==> config.mk <==
export PLATFORM = sky130hd
export DESIGN_NAME = snhs_device_flat
export DESIGN_NICKNAME = d
export VERILOG_FILES = /design/src/rtl/snhs_pkg.sv /design/src/rtl/snhs_if.sv /design/src/rtl/snhs_device.sv /design/src/flat_wrapper.sv
export SDC_FILE = /design/constraint.sdc
export NUM_CORES = 1
export LEC_CHECK = 0
export ABC_CLOCK_PERIOD_IN_PS = 2500
export CORE_MARGIN = 2
export CORE_UTILIZATION = 62
export DETAILED_ROUTE_END_ITERATION = 10
export DONT_BUFFER_PORTS = 1
export GPL_ROUTABILITY_DRIVEN = 0
export PLACE_DENSITY = 0.78
export SYNTH_ARGS = -nofsm -noshare
export SYNTH_HDL_FRONTEND = slang
export SYNTH_SLANG_ARGS = --single-unit
export TNS_END_PERCENT = 50
==> constraint.sdc <==
create_clock -name clk_sys_i -period 2.5 [get_ports clk_sys_i]
set_clock_uncertainty 0.1 [all_clocks]
set_input_delay 0.375 -clock clk_sys_i [delete_from_list [all_inputs] [get_ports clk_sys_i]]
set_output_delay 0.375 -clock clk_sys_i [all_outputs]
set_load 0.02 [all_outputs]
==> src/rtl/snhs_pkg.sv <==
// shared constants for the serial memory pause, sleep and identity link
package snhs_pkg;
	localparam logic [7:0] SNHS_OP_SLEEP     = 8'hB9;
	localparam logic [7:0] SNHS_OP_READ_ID   = 8'h9F;
	localparam int         SNHS_ID_BYTES     = 9;
	localparam int         SNHS_ID_BITS      = 72;
	// identity fields: continuation and maker bytes are arbitrary values
	localparam logic [7:0] SNHS_ID_CONT      = 8'h5A;
	localparam logic [7:0] SNHS_ID_MAKER     = 8'h3C;
	localparam logic [2:0] SNHS_ID_FAMILY    = 3'h1;
	localparam logic [4:0] SNHS_ID_DENSITY   = 5'h03;
	localparam logic [1:0] SNHS_ID_SUB       = 2'h0;
	localparam logic [2:0] SNHS_ID_REV       = 3'h0;
	localparam logic [2:0] SNHS_ID_RSVD      = 3'h0;
	localparam int         SNHS_CONT_COUNT   = 6;
	// wake recovery time in ns and its cycle count at 200 MHz
	localparam int         SNHS_CLK_PERIOD_NS = 5;
	localparam int         SNHS_WAKE_RECOVERY_TIME_NS = 400000;
	localparam int         SNHS_WAKE_CYCLES =
		SNHS_WAKE_RECOVERY_TIME_NS / SNHS_CLK_PERIOD_NS;
	// master clock divider: half period in system cycles
	localparam int         SNHS_SCK_HALF     = 4;
	localparam int         SNHS_BUF_DEPTH    = 2;
endpackage

==> src/rtl/snhs_if.sv <==
// serial link between the bus master and the memory device
`timescale 1ns/1ps
interface snhs_if;
	logic sck;
	logic cs_n;
	logic mosi;
	logic hold_n;
	logic miso_o;
	logic miso_oe;
	modport master
	(
		output sck,
		output cs_n,
		output mosi,
		output hold_n,
		input  miso_o,
		input  miso_oe
	);
	modport device
	(
		input  sck,
		input  cs_n,
		input  mosi,
		input  hold_n,
		output miso_o,
		output miso_oe
	);
endinterface

==> src/rtl/snhs_device.sv <==
// memory device end: pause, sleep and identity readout
// Contract
// - pause request low with clock low suspends
// - pause request high with clock low resumes
// - master changes pause request only clock low
// - clock edges during pause never advance transfer
// - sleep opcode then chip select rise sleeps
// - asleep: ignore clock and input, output floats
// - chip select fall wakes, ready within recovery
// - output floats throughout wake-up interval
// - device ignores opcodes sent while waking
// - master wakes with dummy read, waits recovery
// - identity opcode shifts maker then product bytes
// - six continuation bytes, maker byte, upper 56
// - product fields family density sub rev reserved
// - recovery never exceeds 400 microseconds
// - chip select rise ends read, floats output
// - output floats while paused, driven after
`timescale 1ns/1ps
module snhs_device
	import snhs_pkg::*;
#(
	parameter int WAKE_CYCLES = snhs_pkg::SNHS_WAKE_CYCLES
)
(
	// clock and reset
	input  wire logic clk_sys_i,
	input  wire logic reset_i,
	// serial link
	snhs_if.device    link,
	// user side status
	output logic      asleep_o,
	output logic      waking_o,
	output logic      paused_o,
	output logic      cmd_valid_o,
	output logic [7:0] cmd_o
);
	import snhs_pkg::*;

	typedef enum logic [1:0]
	{
		SNHS_AWAKE = 2'b00,
		SNHS_SLEEP = 2'b01,
		SNHS_WAKE  = 2'b10
	} snhs_pwr_t;

	localparam logic [SNHS_ID_BITS-1:0] ID_WORD =
	{
		{SNHS_CONT_COUNT{SNHS_ID_CONT}}, SNHS_ID_MAKER,
		SNHS_ID_FAMILY, SNHS_ID_DENSITY, SNHS_ID_SUB,
		SNHS_ID_REV, SNHS_ID_RSVD
	};

	logic [2:0]  sck_s;
	logic [2:0]  cs_s;
	logic [1:0]  mosi_s;
	logic [1:0]  hold_s;
	logic        sck_rise;
	logic        cs_rise;
	logic        cs_fall;
	logic        paused;
	logic [2:0]  bit_cnt;
	logic [7:0]  shift_in;
	logic        op_done;
	logic        sleep_armed;
	logic        id_mode;
	logic [6:0]  id_ptr;
	logic        drive;
	logic        miso;
	snhs_pwr_t   pwr;
	logic [31:0] wake_cnt;

	// two-stage synchronisers, third stage for edge detection
	always_ff @(posedge clk_sys_i)
	begin
		if (reset_i)
		begin
			sck_s  <= 3'h0;
			cs_s   <= 3'h7;
			mosi_s <= 2'h0;
			hold_s <= 2'h3;
		end
		else
		begin
			sck_s  <= {sck_s[1:0], link.sck};
			cs_s   <= {cs_s[1:0], link.cs_n};
			mosi_s <= {mosi_s[0], link.mosi};
			hold_s <= {hold_s[0], link.hold_n};
		end
	end

	assign sck_rise = sck_s[1] & ~sck_s[2];
	assign cs_rise  = cs_s[1] & ~cs_s[2];
	assign cs_fall  = ~cs_s[1] & cs_s[2];

	// pause request sampled only while the clock is low
	always_ff @(posedge clk_sys_i)
	begin
		if (reset_i || cs_s[1])
			paused <= 1'b0;
		else if (!sck_s[1] && !hold_s[1])
			paused <= 1'b1;
		else if (!sck_s[1] && hold_s[1])
			paused <= 1'b0;
	end

	// opcode shift and identity readout, frozen while paused
	always_ff @(posedge clk_sys_i)
	begin
		if (reset_i)
		begin
			bit_cnt  <= 3'h0;
			shift_in <= 8'h00;
			op_done  <= 1'b0;
			id_mode  <= 1'b0;
			id_ptr   <= 7'h00;
			cmd_valid_o <= 1'b0;
			cmd_o    <= 8'h00;
		end
		else if (cs_s[1] || pwr != SNHS_AWAKE)
		begin
			bit_cnt  <= 3'h0;
			op_done  <= 1'b0;
			id_mode  <= 1'b0;
			id_ptr   <= 7'h00;
			cmd_valid_o <= 1'b0;
		end
		else if (!paused)
		begin
			cmd_valid_o <= 1'b0;
			if (sck_rise && !op_done)
			begin
				shift_in <= {shift_in[6:0], mosi_s[1]};
				bit_cnt  <= bit_cnt + 3'h1;
				if (bit_cnt == 3'h7)
				begin
					op_done     <= 1'b1;
					cmd_valid_o <= 1'b1;
					cmd_o       <= {shift_in[6:0], mosi_s[1]};
					id_mode <= ({shift_in[6:0], mosi_s[1]}
						== SNHS_OP_READ_ID);
				end
			end
			// next bit msb first after each rising edge
			// stepping right after the sample leaves a whole clock
			// period for the bit to cross both synchronisers, and
			// a pause in the low phase finds the bit already set
			if (sck_rise && id_mode &&
				id_ptr != 7'(SNHS_ID_BITS - 1))
				id_ptr <= id_ptr + 7'h1;
		end
	end

	// sleep opcode armed until chip select next falls
	always_ff @(posedge clk_sys_i)
	begin
		if (reset_i)
			sleep_armed <= 1'b0;
		else if (cs_fall)
			sleep_armed <= 1'b0;
		else if (op_done && shift_in == SNHS_OP_SLEEP)
			sleep_armed <= 1'b1;
	end

	// power state: awake, asleep, waking
	always_ff @(posedge clk_sys_i)
	begin
		if (reset_i)
		begin
			pwr      <= SNHS_AWAKE;
			wake_cnt <= 32'h0;
		end
		else
		begin
			unique case (pwr)
				SNHS_AWAKE:
				begin
					if (cs_rise && sleep_armed)
						pwr <= SNHS_SLEEP;
				end
				SNHS_SLEEP:
				begin
					if (cs_fall)
					begin
						pwr      <= SNHS_WAKE;
						wake_cnt <= 32'h0;
					end
				end
				SNHS_WAKE:
				begin
					if (wake_cnt >= 32'(WAKE_CYCLES - 1))
						pwr <= SNHS_AWAKE;
					else
						wake_cnt <= wake_cnt + 32'h1;
				end
				default:
					pwr <= SNHS_AWAKE;
			endcase
		end
	end

	// output data register and enable
	always_ff @(posedge clk_sys_i)
	begin
		if (reset_i)
		begin
			drive <= 1'b0;
			miso  <= 1'b1;
		end
		else
		begin
			drive <= id_mode && !paused && !cs_s[1] &&
				pwr == SNHS_AWAKE;
			miso  <= ID_WORD[7'(SNHS_ID_BITS - 1) - id_ptr];
		end
	end

	assign link.miso_o  = miso;
	assign link.miso_oe = drive;
	assign asleep_o     = (pwr == SNHS_SLEEP);
	assign waking_o     = (pwr == SNHS_WAKE);
	assign paused_o     = paused;
endmodule

==> src/flat_wrapper.sv <==
// flat-port wrapper written by rule: the top's interface ports become plain ports
module snhs_device_flat import snhs_pkg::*;
#(
	parameter int WAKE_CYCLES = snhs_pkg::SNHS_WAKE_CYCLES
)
  (clk_sys_i, reset_i, asleep_o, waking_o, paused_o, cmd_valid_o, cmd_o, link_sck, link_cs_n, link_mosi, link_hold_n, link_miso_o, link_miso_oe);
  snhs_if link_i ();
  input  wire logic clk_sys_i;
  input  wire logic reset_i;
  output logic asleep_o;
  output logic waking_o;
  output logic paused_o;
  output logic cmd_valid_o;
  output logic [7:0] cmd_o;
  input wire logic [$bits(link_i.sck)-1:0] link_sck;
  input wire logic [$bits(link_i.cs_n)-1:0] link_cs_n;
  input wire logic [$bits(link_i.mosi)-1:0] link_mosi;
  input wire logic [$bits(link_i.hold_n)-1:0] link_hold_n;
  output wire logic [$bits(link_i.miso_o)-1:0] link_miso_o;
  output wire logic [$bits(link_i.miso_oe)-1:0] link_miso_oe;
  assign link_i.sck = link_sck;
  assign link_i.cs_n = link_cs_n;
  assign link_i.mosi = link_mosi;
  assign link_i.hold_n = link_hold_n;
  assign link_miso_o = link_i.miso_o;
  assign link_miso_oe = link_i.miso_oe;
  snhs_device #(.WAKE_CYCLES(WAKE_CYCLES)) u_core (.clk_sys_i(clk_sys_i), .reset_i(reset_i), .link(link_i), .asleep_o(asleep_o), .waking_o(waking_o), .paused_o(paused_o), .cmd_valid_o(cmd_valid_o), .cmd_o(cmd_o));
endmodule
==> impl_metrics.prom, run 1 <==
# TYPE chip_impl_metric gauge
chip_impl_info{name="outcome",value="completed"} 1
chip_impl_metric{name="fp.dieH",unit="um"} 74.9
chip_impl_info{name="netlist_top_cells_area",value="sky130_fd_sc_hd__dfxtp_1 49%, sky130_fd_sc_hd__mux2i_1 6.1%, sky130_fd_sc_hd__nor2_1 4.8%, sky130_fd_sc_hd__ha_1 3.6%, sky130_fd_sc_hd__and2_1 3.4%"} 1
chip_impl_metric{name="nNetsFinal",unit=""} 359
chip_impl_metric{name="first_iter_violations",unit=""} 244
chip_impl_metric{name="count_of_buffers_inserted_at_the_top_level_ports",unit=""} 0
chip_impl_metric{name="fmaxAchievable",unit="MHz"} 455
chip_impl_info{name="layout_commonest_cell",value="sky130_fd_sc_hd__dfxtp_1"} 1
chip_impl_metric{name="synth_seq_cells",unit=""} 77
chip_impl_metric{name="synth.net_count",unit=""} 350
chip_impl_metric{name="clk_path_buf_depth",unit=""} 2
chip_impl_metric{name="fin_crit_sh",unit="%"} 87.9
chip_impl_metric{name="cts_buffers",unit=""} 9
chip_impl_metric{name="initial_utilization",unit="%"} 65.2
chip_impl_metric{name="timing_worst_slew_pin_value",unit="ns"} 0.923
chip_impl_metric{name="peakVddDrop",unit="V"} 0.000613
chip_impl_metric{name="antenna_left",unit=""} 0
chip_impl_metric{name="netlist-cell-type-count",unit=""} 45
chip_impl_info{name="ys.flop_type",value="sky130_fd_sc_hd__dfxtp_1"} 1
chip_impl_metric{name="finalHoldViolations",unit=""} 0
chip_impl_metric{name="critPathBufInv",unit=""} 0
chip_impl_info{name="min_path_type",value="in2reg"} 1
chip_impl_info{name="yosysTopAreaCell",value="sky130_fd_sc_hd__dfxtp_1"} 1
chip_impl_metric{name="max-slew-margin-rel",unit="%"} 38.3
chip_impl_metric{name="avgSynthCellArea",unit="um^2"} 9.31
chip_impl_metric{name="path_max_fanout",unit=""} 7
chip_impl_metric{name="netlist.area_leader.share",unit="%"} 49.4
chip_impl_metric{name="global_route_wire_length_before_repair",unit="um"} 9520
chip_impl_metric{name="global_route.overflow_total",unit=""} 0
chip_impl_info{name="rsz_0062_raised_after_global_routing",value="no"} 1
chip_impl_metric{name="drt_pre_antenna_iters",unit=""} 4
chip_impl_metric{name="leakagePower",unit="nW"} 1.39
chip_impl_metric{name="post-route-min-period",unit="ns"} 2.20
chip_impl_info{name="crit_family",value="compound AO/OA/AOI/OAI gates"} 1
chip_impl_metric{name="finalHoldWorstSlack",unit="ns"} 0.0322
chip_impl_metric{name="synthCells",unit=""} 335
chip_impl_metric{name="cts_sinks",unit=""} 77
chip_impl_info{name="critical-path-slowest-cell",value="sky130_fd_sc_hd__a2111oi_0"} 1
chip_impl_metric{name="finalMaxSlewViolations",unit=""} 0
chip_impl_info{name="startpoint_of_the_lowest_slack_register_to_register_path",value="u_core.wake_cnt[0]$_SDFFE_PP0P_"} 1
chip_impl_info{name="timing.critical_path.from_type",value="flop"} 1
chip_impl_metric{name="synth-edff-count",unit=""} 0
chip_impl_info{name="final_cell_mix",value="77 x sky130_fd_sc_hd__dfxtp_1, 40 x sky130_fd_sc_hd__nor2_1, 21 x sky130_fd_sc_hd__nand2_1"} 1
chip_impl_metric{name="cts.reportedPaths.clkPinSlew",unit="ns"} 0.08
chip_impl_metric{name="cts.htree.levels",unit=""} 3
chip_impl_metric{name="fp.dieW",unit="um"} 74.9
chip_impl_info{name="min_from",value="link_cs_n"} 1
chip_impl_metric{name="wl_per_cell",unit="um"} 13.8
chip_impl_metric{name="power_per_cell_area",unit="nW/um^2"} 703
chip_impl_metric{name="antenna_cells_inserted",unit=""} 0
chip_impl_metric{name="placedCellCount",unit=""} 399
chip_impl_metric{name="layout.filler_cells",unit=""} 361
chip_impl_metric{name="slowest_delay",unit="ns"} 0.47
chip_impl_metric{name="timing.final.setup_violations",unit=""} 0
chip_impl_metric{name="mappedNetlistArea",unit="um^2"} 3120
chip_impl_metric{name="layout-drive-gt1-share",unit="%"} 9.74
chip_impl_metric{name="remaining_design_rule_violation_count",unit=""} 0
chip_impl_metric{name="grt_pass1_vias",unit=""} 2073
chip_impl_metric{name="setup_tns",unit="ns"} 0
chip_impl_metric{name="global_routing_usage_summed_across_all_routing_layers",unit="%"} 22.6
chip_impl_metric{name="initial_antenna_violation_count",unit=""} 0
chip_impl_info{name="ctsRootBufferMaster",value="sky130_fd_sc_hd__clkbuf_8"} 1
chip_impl_metric{name="synth.yosys.seq_area_share",unit="%"} 49.4
chip_impl_metric{name="synthesis.yosys.warnings",unit=""} 0
chip_impl_metric{name="post-cts-setup-buffer-count",unit=""} 0
chip_impl_metric{name="fin_area",unit="um^2"} 3490
chip_impl_metric{name="ioPinCount",unit=""} 20
chip_impl_metric{name="grt_max_degree",unit=""} 26
chip_impl_metric{name="final-instance-count-excl-fill",unit=""} 416
chip_impl_metric{name="worstSkewPairLatency",unit="ns"} 0.34
chip_impl_metric{name="timing.critical_path.required",unit="ns"} 2.67
chip_impl_info{name="critical_path.startpoint",value="u_core.wake_cnt[0]$_SDFFE_PP0P_"} 1
chip_impl_metric{name="placedInstanceArea",unit="um^2"} 3220
chip_impl_metric{name="post-dp-hpwl",unit="um"} 3730
chip_impl_info{name="cts_tree",value="yes"} 1
chip_impl_metric{name="design.core.area",unit="um^2"} 4790
chip_impl_info{name="worstSetupEndpointType",value="flop"} 1
chip_impl_metric{name="cap_violations",unit=""} 0
chip_impl_metric{name="layout-area-overhead-vs-synth",unit="%"} 11.9
chip_impl_metric{name="detail_route.wirelength",unit="um"} 5730
chip_impl_metric{name="route.vias.total",unit=""} 2341
chip_impl_metric{name="async_reset_ff_share",unit="%"} 0
chip_impl_metric{name="vias_per_cell",unit=""} 5.63
chip_impl_info{name="cp_class",value="reg2reg"} 1
chip_impl_metric{name="design.die.area",unit="um^2"} 5620
chip_impl_metric{name="timing.critical_path.arrival",unit="ns"} 2.37
chip_impl_info{name="crit_path_cell_trace",value="ha_1 -> nand3_1 -> o211ai_1 -> a211o_1 -> a2111oi_0 -> a2bb2oi_1"} 1
chip_impl_metric{name="rows",unit=""} 25
[kinds of logic after synthesis]
kind of cell	count (synthesis)	share of synthesized area [%]
xor gates and xnor gates	7	1.96
adders and majority gates	9	3.61
and+or+nand+nor	152	25.7
buffers and inverters	20	2.53
DFF	77	49.4
muxes	19	6.09
AOI/OAI and AO/OA	51	10.7
[cell usage after synthesis (all sizes together) (3+ instances only)]
master,instances
dfxtp,77
nor2,40
nand2,22
mux2i,19
a21oi,17
and2,17
nand3,16
a31oi,9
clkbuf,9
ha,9
nor3,9
inv,8
nor2b,8
nor4,8
nand4,6
nand2b,5
o21ai,5
or2,5
xnor2,5
and3,4
a211oi,3
buf,3
or3,3
[stage by stage]
step	setup WS (ns)	total power [mW]	utilization, %
finish	0.302	2.45	73.0
global route	0.0865	2.53	73.0
CTS	0.323	2.47	73.0
detailed placement	0.368	1.30	67.3
global placement	0.430	1.30	67.3
floorplan	0.455	1.30	-
[per-layer routing]
layer	part of all wire (%)	up-vias	track usage, %
met5	0	-	0
li1	-	1208	-
met3	4.2	12	7.63
met4	2.2	0	9.72
met1	47	1080	29.3
met2	46	41	34.6
[state kept, by name (all words and copies together), names as in the netlist]
| name | cells |
|---|---|
| u_core.shift_in | 8 |
| u_core.sck_s | 3 |
| u_core.id_ptr | 7 |
| u_core.bit_cnt | 3 |
| u_core.op_done | 1 |
| u_core.hold_s | 2 |
| u_core.link.miso_oe | 1 |
| u_core.paused_o | 1 |
| u_core.wake_cnt | 32 |
| u_core.link.miso_o | 1 |
| u_core.cmd_o | 8 |
| u_core.sleep_armed | 1 |
| u_core.id_mode | 1 |
| u_core.mosi_s | 2 |
| u_core.cs_s | 3 |
| u_core.pwr | 2 |
| u_core.cmd_valid_o | 1 |
[worst paths after layout]
path,to,slack [ns],cells after the start
setup / recovery,u_core.wake_cnt[10]$_SDFFE_PP0P_,0.30,6
hold / removal,u_core.cs_s[0]$_SDFF_PP1_,0.03,1
setup reg to reg,u_core.wake_cnt[10]$_SDFFE_PP0P_,0.30,6
hold reg to reg,u_core.hold_s[1]$_SDFF_PP1_,0.31,1
[layout make-up]
| cell class | count | area, um^2 | area share (%) |
|---|---|---|---|
| Tap cell | 67 | 83.8 | 2.40 |
| Multi-Input combinational cell | 238 | 1500 | 43.0 |
| Clock inverter | 3 | 90.1 | 2.58 |
| Timing Repair Buffer | 10 | 77.6 | 2.22 |
| Inverter | 8 | 30.0 | 0.860 |
| Sequential cell | 77 | 1540 | 44.1 |
| Clock buffer | 13 | 169 | 4.84 |
[power by group]
| group | total (mW) | internal (mW) | switching, mW |
|---|---|---|---|
| Clock | 1.18 | 0.746 | 0.430 |
| Sequential | 1.24 | 1.24 | 0.00701 |
| Combinational | 0.0361 | 0.0140 | 0.0221 |
| Total | 2.45 | 2.00 | 0.459 |
[what timing repair did]
item / CTS / global route
endpoints found under the hold margin: 25 / 0
resized for setup: 0 / 0
hold buffers: 1 / 0
(Power assumes the default switching activity.)
==> run 2, diff against run 1 <==
--- a/config.mk
+++ b/config.mk
@@ -6,13 +6,15 @@
 export NUM_CORES = 1
 export LEC_CHECK = 0
 export ABC_CLOCK_PERIOD_IN_PS = 2500
+export CELL_PAD_IN_SITES_DETAIL_PLACEMENT = 1
+export CELL_PAD_IN_SITES_GLOBAL_PLACEMENT = 2
 export CORE_MARGIN = 2
-export CORE_UTILIZATION = 62
+export CORE_UTILIZATION = 39
 export DETAILED_ROUTE_END_ITERATION = 10
 export DONT_BUFFER_PORTS = 1
 export GPL_ROUTABILITY_DRIVEN = 0
-export PLACE_DENSITY = 0.78
+export GPL_TIMING_DRIVEN = 1
+export PLACE_DENSITY_LB_ADDON = 0.1
 export SYNTH_ARGS = -nofsm -noshare
 export SYNTH_HDL_FRONTEND = slang
 export SYNTH_SLANG_ARGS = --single-unit
-export TNS_END_PERCENT = 50
==> impl_metrics.prom, run 2 (same netlist as run 1, synthesis figures left out) <==
# TYPE chip_impl_metric gauge
chip_impl_metric{name="ioPinCount",unit=""} 20
chip_impl_info{name="outcome",value="completed"} 1
chip_impl_metric{name="power_per_cell_area",unit="nW/um^2"} 709
chip_impl_metric{name="timing_worst_slew_pin_value",unit="ns"} 0.968
chip_impl_metric{name="timing.final.setup_violations",unit=""} 0
chip_impl_metric{name="setup_tns",unit="ns"} 0
chip_impl_metric{name="grt_pass1_vias",unit=""} 2373
chip_impl_metric{name="finalMaxSlewViolations",unit=""} 0
chip_impl_metric{name="nNetsFinal",unit=""} 361
chip_impl_metric{name="drt_pre_antenna_iters",unit=""} 4
chip_impl_metric{name="grt_max_degree",unit=""} 25
chip_impl_metric{name="cts.htree.levels",unit=""} 3
chip_impl_metric{name="cts_sinks",unit=""} 77
chip_impl_metric{name="global_routing_usage_summed_across_all_routing_layers",unit="%"} 17.3
chip_impl_info{name="largest_register",value="u_core.wake_cnt"} 1
chip_impl_metric{name="rows",unit=""} 32
chip_impl_metric{name="slowest_delay",unit="ns"} 0.42
chip_impl_info{name="crit_path_cell_trace",value="ha_1 -> nand3_1 -> o211ai_1 -> a211o_2 -> nand2_1 -> a31oi_1"} 1
chip_impl_metric{name="design.die.area",unit="um^2"} 8730
chip_impl_info{name="layout_commonest_cell",value="sky130_fd_sc_hd__dfxtp_1"} 1
chip_impl_metric{name="finalWorstSetupSlack",unit="ns"} 0.378
chip_impl_metric{name="multiInputGateArea",unit="um^2"} 1500
chip_impl_metric{name="antenna_cells_inserted",unit=""} 0
chip_impl_metric{name="clk_path_buf_depth",unit=""} 2
chip_impl_info{name="worstSetupEndpointType",value="flop"} 1
chip_impl_metric{name="fin_crit_sh",unit="%"} 84.9
chip_impl_metric{name="area.sequential",unit="um^2"} 1540
chip_impl_metric{name="antenna_left",unit=""} 0
chip_impl_metric{name="initial_utilization",unit="%"} 40.4
chip_impl_info{name="ctsRootBufferMaster",value="sky130_fd_sc_hd__clkbuf_8"} 1
chip_impl_metric{name="post-cts-setup-buffer-count",unit=""} 0
chip_impl_metric{name="design.core.area",unit="um^2"} 7730
chip_impl_metric{name="layout-area-overhead-vs-synth",unit="%"} 14.3
chip_impl_metric{name="fp.dieH",unit="um"} 93.5
chip_impl_metric{name="peakVddDrop",unit="V"} 0.000415
chip_impl_metric{name="route.vias.total",unit=""} 2354
chip_impl_metric{name="cap_violations",unit=""} 0
chip_impl_metric{name="leakagePower",unit="nW"} 1.40
chip_impl_metric{name="fmaxAchievable",unit="MHz"} 471
chip_impl_metric{name="path_max_fanout",unit=""} 13
chip_impl_info{name="rsz_0062_raised_after_global_routing",value="no"} 1
chip_impl_metric{name="critPathBufInv",unit=""} 0
chip_impl_metric{name="remaining_design_rule_violation_count",unit=""} 0
chip_impl_metric{name="placement.setup.worst_slack",unit="ns"} 0.227
chip_impl_info{name="critical-path-slowest-cell",value="sky130_fd_sc_hd__dfxtp_1"} 1
chip_impl_metric{name="wl_per_cell",unit="um"} 14.8
chip_impl_metric{name="layout.filler_cells",unit=""} 872
chip_impl_info{name="crit_family",value="compound AO/OA/AOI/OAI gates"} 1
chip_impl_metric{name="layout-drive-gt1-share",unit="%"} 10.5
chip_impl_metric{name="timing.critical_path.required",unit="ns"} 2.67
chip_impl_metric{name="cts.reportedPaths.clkPinSlew",unit="ns"} 0.08
chip_impl_metric{name="timing.critical_path.arrival",unit="ns"} 2.29
chip_impl_metric{name="post-dp-hpwl",unit="um"} 4550
chip_impl_info{name="timing.critical_path.from_type",value="flop"} 1
chip_impl_metric{name="max-slew-margin-rel",unit="%"} 35.3
chip_impl_metric{name="count_of_buffers_inserted_at_the_top_level_ports",unit=""} 0
chip_impl_info{name="cp_class",value="reg2reg"} 1
chip_impl_info{name="min_path_type",value="in2reg"} 1
chip_impl_metric{name="largest_register_ffs",unit=""} 32
chip_impl_metric{name="global_route_wire_length_before_repair",unit="um"} 11800
chip_impl_info{name="largestRegisters",value="u_core.wake_cnt: 32 flops, u_core.cmd_o: 8 flops, u_core.shift_in: 8 flops"} 1
chip_impl_info{name="cts_tree",value="yes"} 1
chip_impl_info{name="final_cell_mix",value="77 x sky130_fd_sc_hd__dfxtp_1, 40 x sky130_fd_sc_hd__nor2_1, 21 x sky130_fd_sc_hd__nand2_1"} 1
chip_impl_metric{name="worstSkewPairLatency",unit="ns"} 0.34
chip_impl_metric{name="post-route-min-period",unit="ns"} 2.12
chip_impl_metric{name="global_route.overflow_total",unit=""} 0
chip_impl_metric{name="vias_per_cell",unit=""} 5.20
chip_impl_metric{name="cts_buffers",unit=""} 9
chip_impl_metric{name="detail_route.wirelength",unit="um"} 6710
chip_impl_metric{name="post-route-util",unit="%"} 46.1
chip_impl_metric{name="finalHoldViolations",unit=""} 0
chip_impl_metric{name="fp.dieW",unit="um"} 93.5
chip_impl_metric{name="initial_antenna_violation_count",unit=""} 0
chip_impl_metric{name="first_iter_violations",unit=""} 49
## run 2: cell count changes in the layout (fill, tap and decap cells not counted), sizes merged
| cell | change |
|---|---|
| clkbuf | -4 |
| inv | +1 |
| buf | +1 |
| bufinv | +1 |
| clkinv | +2 |
| dlygate4sd3 | +1 |
## run 2: per-layer routing
metal  GRT usage, %  wire, um  vias up
li1               -         -     1205
met1           23.7      3410     1118
met4           6.86        61        0
met5              0         0        -
met2           26.1      3050       25
met3           4.27       189        6
## run 2: final cells by class
class | count | share of cell area [%]
repair buffers | 12 | 2.67
clock buffers | 9 | 3.47
well taps | 102 | 3.58
flip-flops and latches | 77 | 43.2
inverters | 8 | 0.842
clock inverters | 7 | 4.11
multi-input cells | 238 | 42.1
## run 2: repair_timing
action                     CTS  global route
setup endpoints to repair    0            11
resized for setup            0             1
hold endpoints to repair    24             0
hold buffers                 2             0
## run 2: worst reg2reg max path, cell delays in order (launching register included)
cell,delay (ns)
sky130_fd_sc_hd__dfxtp_1,0.42
sky130_fd_sc_hd__ha_1,0.23
sky130_fd_sc_hd__nand3_1,0.11
sky130_fd_sc_hd__o211ai_1,0.28
sky130_fd_sc_hd__a211o_2,0.32
sky130_fd_sc_hd__nand2_1,0.33
sky130_fd_sc_hd__a31oi_1,0.27
## run 2: final timing paths
kind	start	end	slack [ns]	cells after the start
worst max-delay path	u_core.wake_cnt[0]$_SDFFE_PP0P_	u_core.wake_cnt[15]$_SDFFE_PP0P_	0.38	6
worst min-delay path	link_hold_n	u_core.hold_s[0]$_SDFF_PP1_	0.03	1
worst max register to register	u_core.wake_cnt[0]$_SDFFE_PP0P_	u_core.wake_cnt[15]$_SDFFE_PP0P_	0.38	6
worst min register to register	u_core.hold_s[0]$_SDFF_PP1_	u_core.hold_s[1]$_SDFF_PP1_	0.32	1
## run 2: report_power, final
group          internal, mW  leakage (nW)  switching, mW  total, mW
Combinational        0.0150         0.645         0.0242     0.0393
Clock                 0.771         0.134          0.477       1.25
Sequential             1.24         0.622        0.00720       1.24
Total                  2.02          1.40          0.508       2.53
## run 2: metrics by stage
step	power [mW]	instance area, um^2	instances	hold slack, ns
after floorplan	1.30	3120	335	0.289
after global placement	1.30	3270	435	0.293
after detailed placement	1.30	3270	435	0.300
after CTS	2.57	3560	453	0.0133
after global routing	2.63	3570	453	0.0184
final	2.53	3570	453	0.0302
==> run 3, diff against run 2 <==
--- a/config.mk
+++ b/config.mk
@@ -5,11 +5,12 @@
 export SDC_FILE = /design/constraint.sdc
 export NUM_CORES = 1
 export LEC_CHECK = 0
-export ABC_CLOCK_PERIOD_IN_PS = 2500
+export ABC_AREA = 1
+export ABC_CLOCK_PERIOD_IN_PS = 2190
 export CELL_PAD_IN_SITES_DETAIL_PLACEMENT = 1
 export CELL_PAD_IN_SITES_GLOBAL_PLACEMENT = 2
 export CORE_MARGIN = 2
-export CORE_UTILIZATION = 39
+export CORE_UTILIZATION = 37
 export DETAILED_ROUTE_END_ITERATION = 10
 export DONT_BUFFER_PORTS = 1
 export GPL_ROUTABILITY_DRIVEN = 0
==> constraint.sdc (replaced) <==
create_clock -name clk_sys_i -period 2.19 [get_ports clk_sys_i]
set_clock_uncertainty 0.1 [all_clocks]
set_input_delay 0.3285 -clock clk_sys_i [delete_from_list [all_inputs] [get_ports clk_sys_i]]
set_output_delay 0.3285 -clock clk_sys_i [all_outputs]
set_load 0.02 [all_outputs]
==> impl_metrics.prom, run 3 <==
# TYPE chip_impl_metric gauge
chip_impl_info{name="outcome",value="completed"} 1
chip_impl_metric{name="design.die.area",unit="um^2"} 10300
chip_impl_metric{name="peakVddDrop",unit="V"} 0.000354
chip_impl_metric{name="grt_max_degree",unit=""} 42
chip_impl_metric{name="power_report.internal_total",unit="mW"} 2.09
chip_impl_metric{name="layout-area-overhead-vs-synth",unit="%"} 11.5
chip_impl_metric{name="max-slew-margin-rel",unit="%"} 67.6
chip_impl_metric{name="antenna_left",unit=""} 0
chip_impl_metric{name="global_routing_usage_summed_across_all_routing_layers",unit="%"} 17.3
chip_impl_info{name="min_path_type",value="in2reg"} 1
chip_impl_info{name="worstSetupEndpointType",value="flop"} 1
chip_impl_metric{name="initial_utilization",unit="%"} 38.0
chip_impl_info{name="critical-path-slowest-cell",value="sky130_fd_sc_hd__dfxtp_1"} 1
chip_impl_metric{name="fp.dieW",unit="um"} 101
chip_impl_metric{name="synthCells",unit=""} 464
chip_impl_metric{name="worstSkewPairLatency",unit="ns"} 0.35
chip_impl_metric{name="placement.setup.worst_slack",unit="ns"} 0.164
chip_impl_metric{name="first_iter_violations",unit=""} 84
chip_impl_metric{name="synth_seq_cells",unit=""} 77
chip_impl_info{name="min_from",value="link_sck"} 1
chip_impl_metric{name="global_route_wire_length_before_repair",unit="um"} 14100
chip_impl_metric{name="worstHoldPathCells",unit=""} 2
chip_impl_info{name="layout_commonest_cell",value="sky130_fd_sc_hd__nor2_1"} 1
chip_impl_metric{name="combinationalPowerShare",unit="%"} 2.0
chip_impl_info{name="final_cell_mix",value="84 x sky130_fd_sc_hd__nor2_1, 77 x sky130_fd_sc_hd__dfxtp_1, 73 x sky130_fd_sc_hd__nand2_1"} 1
chip_impl_metric{name="slowest_delay",unit="ns"} 0.40
chip_impl_info{name="netlist_top_cells_area",value="sky130_fd_sc_hd__dfxtp_1 44%, sky130_fd_sc_hd__nor2_1 9.0%, sky130_fd_sc_hd__nand2_1 7.8%, sky130_fd_sc_hd__inv_1 5.8%, sky130_fd_sc_hd__a21oi_1 4.4%"} 1
chip_impl_info{name="ys.flop_type",value="sky130_fd_sc_hd__dfxtp_1"} 1
chip_impl_metric{name="global_route.overflow_total",unit=""} 0
chip_impl_info{name="ctsRootBufferMaster",value="sky130_fd_sc_hd__clkbuf_8"} 1
chip_impl_info{name="rsz_0062_raised_after_global_routing",value="no"} 1
chip_impl_metric{name="antenna_cells_inserted",unit=""} 0
chip_impl_info{name="largest_register",value="u_core.wake_cnt"} 1
chip_impl_metric{name="multiInputGateArea",unit="um^2"} 1680
chip_impl_metric{name="avgSynthCellArea",unit="um^2"} 7.56
chip_impl_metric{name="remaining_design_rule_violation_count",unit=""} 0
chip_impl_info{name="cp_class",value="reg2reg"} 1
chip_impl_metric{name="leakagePower",unit="nW"} 1.45
chip_impl_metric{name="p_sw_share",unit="%"} 21.0
chip_impl_metric{name="layout-drive-gt1-share",unit="%"} 10.5
chip_impl_info{name="crit_path_cell_trace",value="nor2_1 -> nand2_1 -> inv_1 -> nand2_1 -> nor2_1 -> buf_4 -> o21ai_0 -> a21oi_1"} 1
chip_impl_metric{name="timing.critical_path.arrival",unit="ns"} 2.14
chip_impl_metric{name="count_of_buffers_inserted_at_the_top_level_ports",unit=""} 0
chip_impl_metric{name="finalWorstSetupSlack",unit="ns"} 0.227
chip_impl_info{name="yosysTopAreaCell",value="sky130_fd_sc_hd__dfxtp_1"} 1
chip_impl_metric{name="detail_route.wirelength",unit="um"} 8290
chip_impl_metric{name="p_sw",unit="uW"} 555
chip_impl_metric{name="design.core.area",unit="um^2"} 9240
chip_impl_metric{name="r2r_setup_slack",unit="ns"} 0.23
chip_impl_metric{name="rows",unit=""} 35
chip_impl_info{name="cts_tree",value="yes"} 1
chip_impl_metric{name="clk_path_buf_depth",unit=""} 2
chip_impl_metric{name="finalMaxSlewViolations",unit=""} 0
chip_impl_metric{name="initial_antenna_violation_count",unit=""} 0
chip_impl_metric{name="path_max_fanout",unit=""} 8
chip_impl_metric{name="netlist.area_leader.share",unit="%"} 43.9
chip_impl_metric{name="post_cts.resized_instances",unit=""} 0
chip_impl_metric{name="cts_sinks",unit=""} 77
chip_impl_metric{name="async_reset_ff_share",unit="%"} 0
chip_impl_metric{name="synth-edff-count",unit=""} 0
chip_impl_metric{name="route.vias.total",unit=""} 2931
chip_impl_info{name="timing.critical_path.from_type",value="flop"} 1
chip_impl_metric{name="synthesis.yosys.warnings",unit=""} 0
chip_impl_metric{name="cts.htree.levels",unit=""} 3
chip_impl_metric{name="post-dp-hpwl",unit="um"} 5780
chip_impl_metric{name="power",unit="mW"} 2.64
chip_impl_info{name="synth.most_common_cell",value="sky130_fd_sc_hd__nor2_1"} 1
chip_impl_metric{name="reg2regPathDepth",unit=""} 8
chip_impl_metric{name="power.sequential.fraction",unit="%"} 53.6
chip_impl_metric{name="area.sequential",unit="um^2"} 1540
chip_impl_metric{name="timing.critical_path.required",unit="ns"} 2.36
chip_impl_metric{name="timing.final.setup_violations",unit=""} 0
chip_impl_metric{name="power_per_cell_area",unit="nW/um^2"} 676
chip_impl_metric{name="mappedNetlistArea",unit="um^2"} 3510
chip_impl_metric{name="cap_violations",unit=""} 0
chip_impl_metric{name="fin_area",unit="um^2"} 3910
chip_impl_metric{name="post-route-min-period",unit="ns"} 1.96
chip_impl_info{name="holdPathEnd",value="u_core.sck_s[0]$_SDFF_PP0_"} 1
chip_impl_metric{name="fmaxAchievable",unit="MHz"} 509
chip_impl_info{name="startpoint_of_the_lowest_slack_register_to_register_path",value="u_core.paused_o$_SDFFE_PP0P_"} 1
chip_impl_metric{name="netlist-cell-type-count",unit=""} 32
chip_impl_metric{name="synth.net_count",unit=""} 479
chip_impl_metric{name="ioPinCount",unit=""} 20
chip_impl_metric{name="vias_per_cell",unit=""} 4.84
chip_impl_metric{name="finalHoldViolations",unit=""} 0
chip_impl_metric{name="nNetsFinal",unit=""} 488
chip_impl_metric{name="largest_register_ffs",unit=""} 32
chip_impl_info{name="largestRegisters",value="u_core.wake_cnt: 32 flops, u_core.cmd_o: 8 flops, u_core.shift_in: 8 flops"} 1
chip_impl_metric{name="grt_pass1_vias",unit=""} 3024
chip_impl_metric{name="synth.yosys.seq_area_share",unit="%"} 43.9
chip_impl_metric{name="placedInstanceArea",unit="um^2"} 3640
chip_impl_metric{name="clockPowerShare",unit="%"} 44.4
chip_impl_metric{name="timing_worst_slew_pin_value",unit="ns"} 0.485
chip_impl_metric{name="post-route-util",unit="%"} 42.3
chip_impl_info{name="synth.top_cells.by_count",value="84 x sky130_fd_sc_hd__nor2_1, 77 x sky130_fd_sc_hd__dfxtp_1, 73 x sky130_fd_sc_hd__nand2_1"} 1
chip_impl_info{name="regToRegEndpoint",value="u_core.cmd_o[3]$_SDFFE_PP0P_"} 1
chip_impl_metric{name="layout.filler_cells",unit=""} 1151
chip_impl_metric{name="wl_per_cell",unit="um"} 13.7
chip_impl_metric{name="setup_tns",unit="ns"} 0
chip_impl_metric{name="drt_pre_antenna_iters",unit=""} 4
chip_impl_metric{name="cts.reportedPaths.clkPinSlew",unit="ns"} 0.08
chip_impl_metric{name="fp.dieH",unit="um"} 101
chip_impl_metric{name="fin_crit_sh",unit="%"} 89.6
chip_impl_metric{name="cts_buffers",unit=""} 9
chip_impl_metric{name="post-cts-setup-buffer-count",unit=""} 0
[run 3: cell count changes in the layout (fill, tap and decap cells not counted), moves of 9 or more]
cell / previous run / this run
sky130_fd_sc_hd__nand2_1: 21 / 73
sky130_fd_sc_hd__inv_1: 8 / 54
sky130_fd_sc_hd__nor2_1: 40 / 84
sky130_fd_sc_hd__mux2i_1: 19 / 0
sky130_fd_sc_hd__and2_1: 17 / 1
sky130_fd_sc_hd__a21oi_1: 17 / 31
sky130_fd_sc_hd__nand3_1: 15 / 29
sky130_fd_sc_hd__o21ai_0: 5 / 19
sky130_fd_sc_hd__nor3_2: 0 / 13
sky130_fd_sc_hd__a31oi_1: 9 / 0
[run 3: worst max-delay path by stage]
stage,endpoint,start,slack (ns),cells after the start
finish,u_core.cmd_o[3]$_SDFFE_PP0P_,u_core.paused_o$_SDFFE_PP0P_,0.23,8
CTS,u_core.wake_cnt[1]$_SDFFE_PP0P_,u_core.wake_cnt[0]$_SDFFE_PP0P_,0.15,13
global placement,u_core.wake_cnt[1]$_SDFFE_PP0P_,u_core.wake_cnt[0]$_SDFFE_PP0P_,0.24,13
global route,u_core.cmd_o[3]$_SDFFE_PP0P_,u_core.paused_o$_SDFFE_PP0P_,0.04,8
floorplan,u_core.wake_cnt[11]$_SDFFE_PP0P_,u_core.wake_cnt[0]$_SDFFE_PP0P_,0.45,13
detailed placement,u_core.wake_cnt[1]$_SDFFE_PP0P_,u_core.wake_cnt[0]$_SDFFE_PP0P_,0.16,13
[run 3: power by group through the flow]
stage                     registers [mW]  logic (mW)  clock network (mW)
after floorplan                     1.45      0.0354                   0
after global placement              1.45      0.0314                   0
after detailed placement            1.45      0.0323                   0
after CTS                           1.42      0.0546                1.22
after global routing                1.42      0.0599                1.27
final                               1.42      0.0530                1.17
[run 3: logic make-up (layout without fill, tap and decap cells)]
family	after synthesis	after routing	share of synthesized area, %
and+or+nand+nor	232	233	31.4
AOI/OAI and AO/OA	63	63	9.84
buffers and inverters	71	82	8.59
adders and majority gates	9	9	3.21
DFF	77	77	43.9
xor gates and xnor gates	12	12	3.00
[run 3: timing repair]
action / 4_1_cts / 5_1_grt
endpoints found under the setup margin: 0 / 3
hold buffers: 4 / 0
endpoints found under the hold margin: 41 / 0
[run 3: layer usage]
layer,track usage (%),share of wire (%)
met3,3.52,2.8
met2,27.1,45
met1,23.7,51
met5,0,0
met4,6.24,1.6
[run 3: area by class of cell]
| cell class | count | area share [%] |
|---|---|---|
| multi-input combinational | 317 | 42.9 |
| sequential | 77 | 39.4 |
| inverter | 56 | 5.40 |
| tap | 129 | 4.13 |
| clock buffer | 10 | 3.52 |
| timing repair buffer | 12 | 2.81 |
| clock inverter | 4 | 1.89 |
[run 3: metrics by stage]
stage               hold WS [ns]  cells
floorplan                  0.288    464
global placement           0.293    586
detailed placement         0.295    586
finish                    0.0182    605
CTS                      0.00305    604
global route              0.0105    605
[run 3: worst max-delay path, delay by kind of cell, from the launching register on]
| family | cells | cell delay, ns |
|---|---|---|
| AND/OR/NAND/NOR | 4 | 0.79 |
| buffers and inverters | 2 | 0.37 |
| flip-flops | 1 | 0.40 |
| AO/OA/AOI/OAI | 2 | 0.22 |
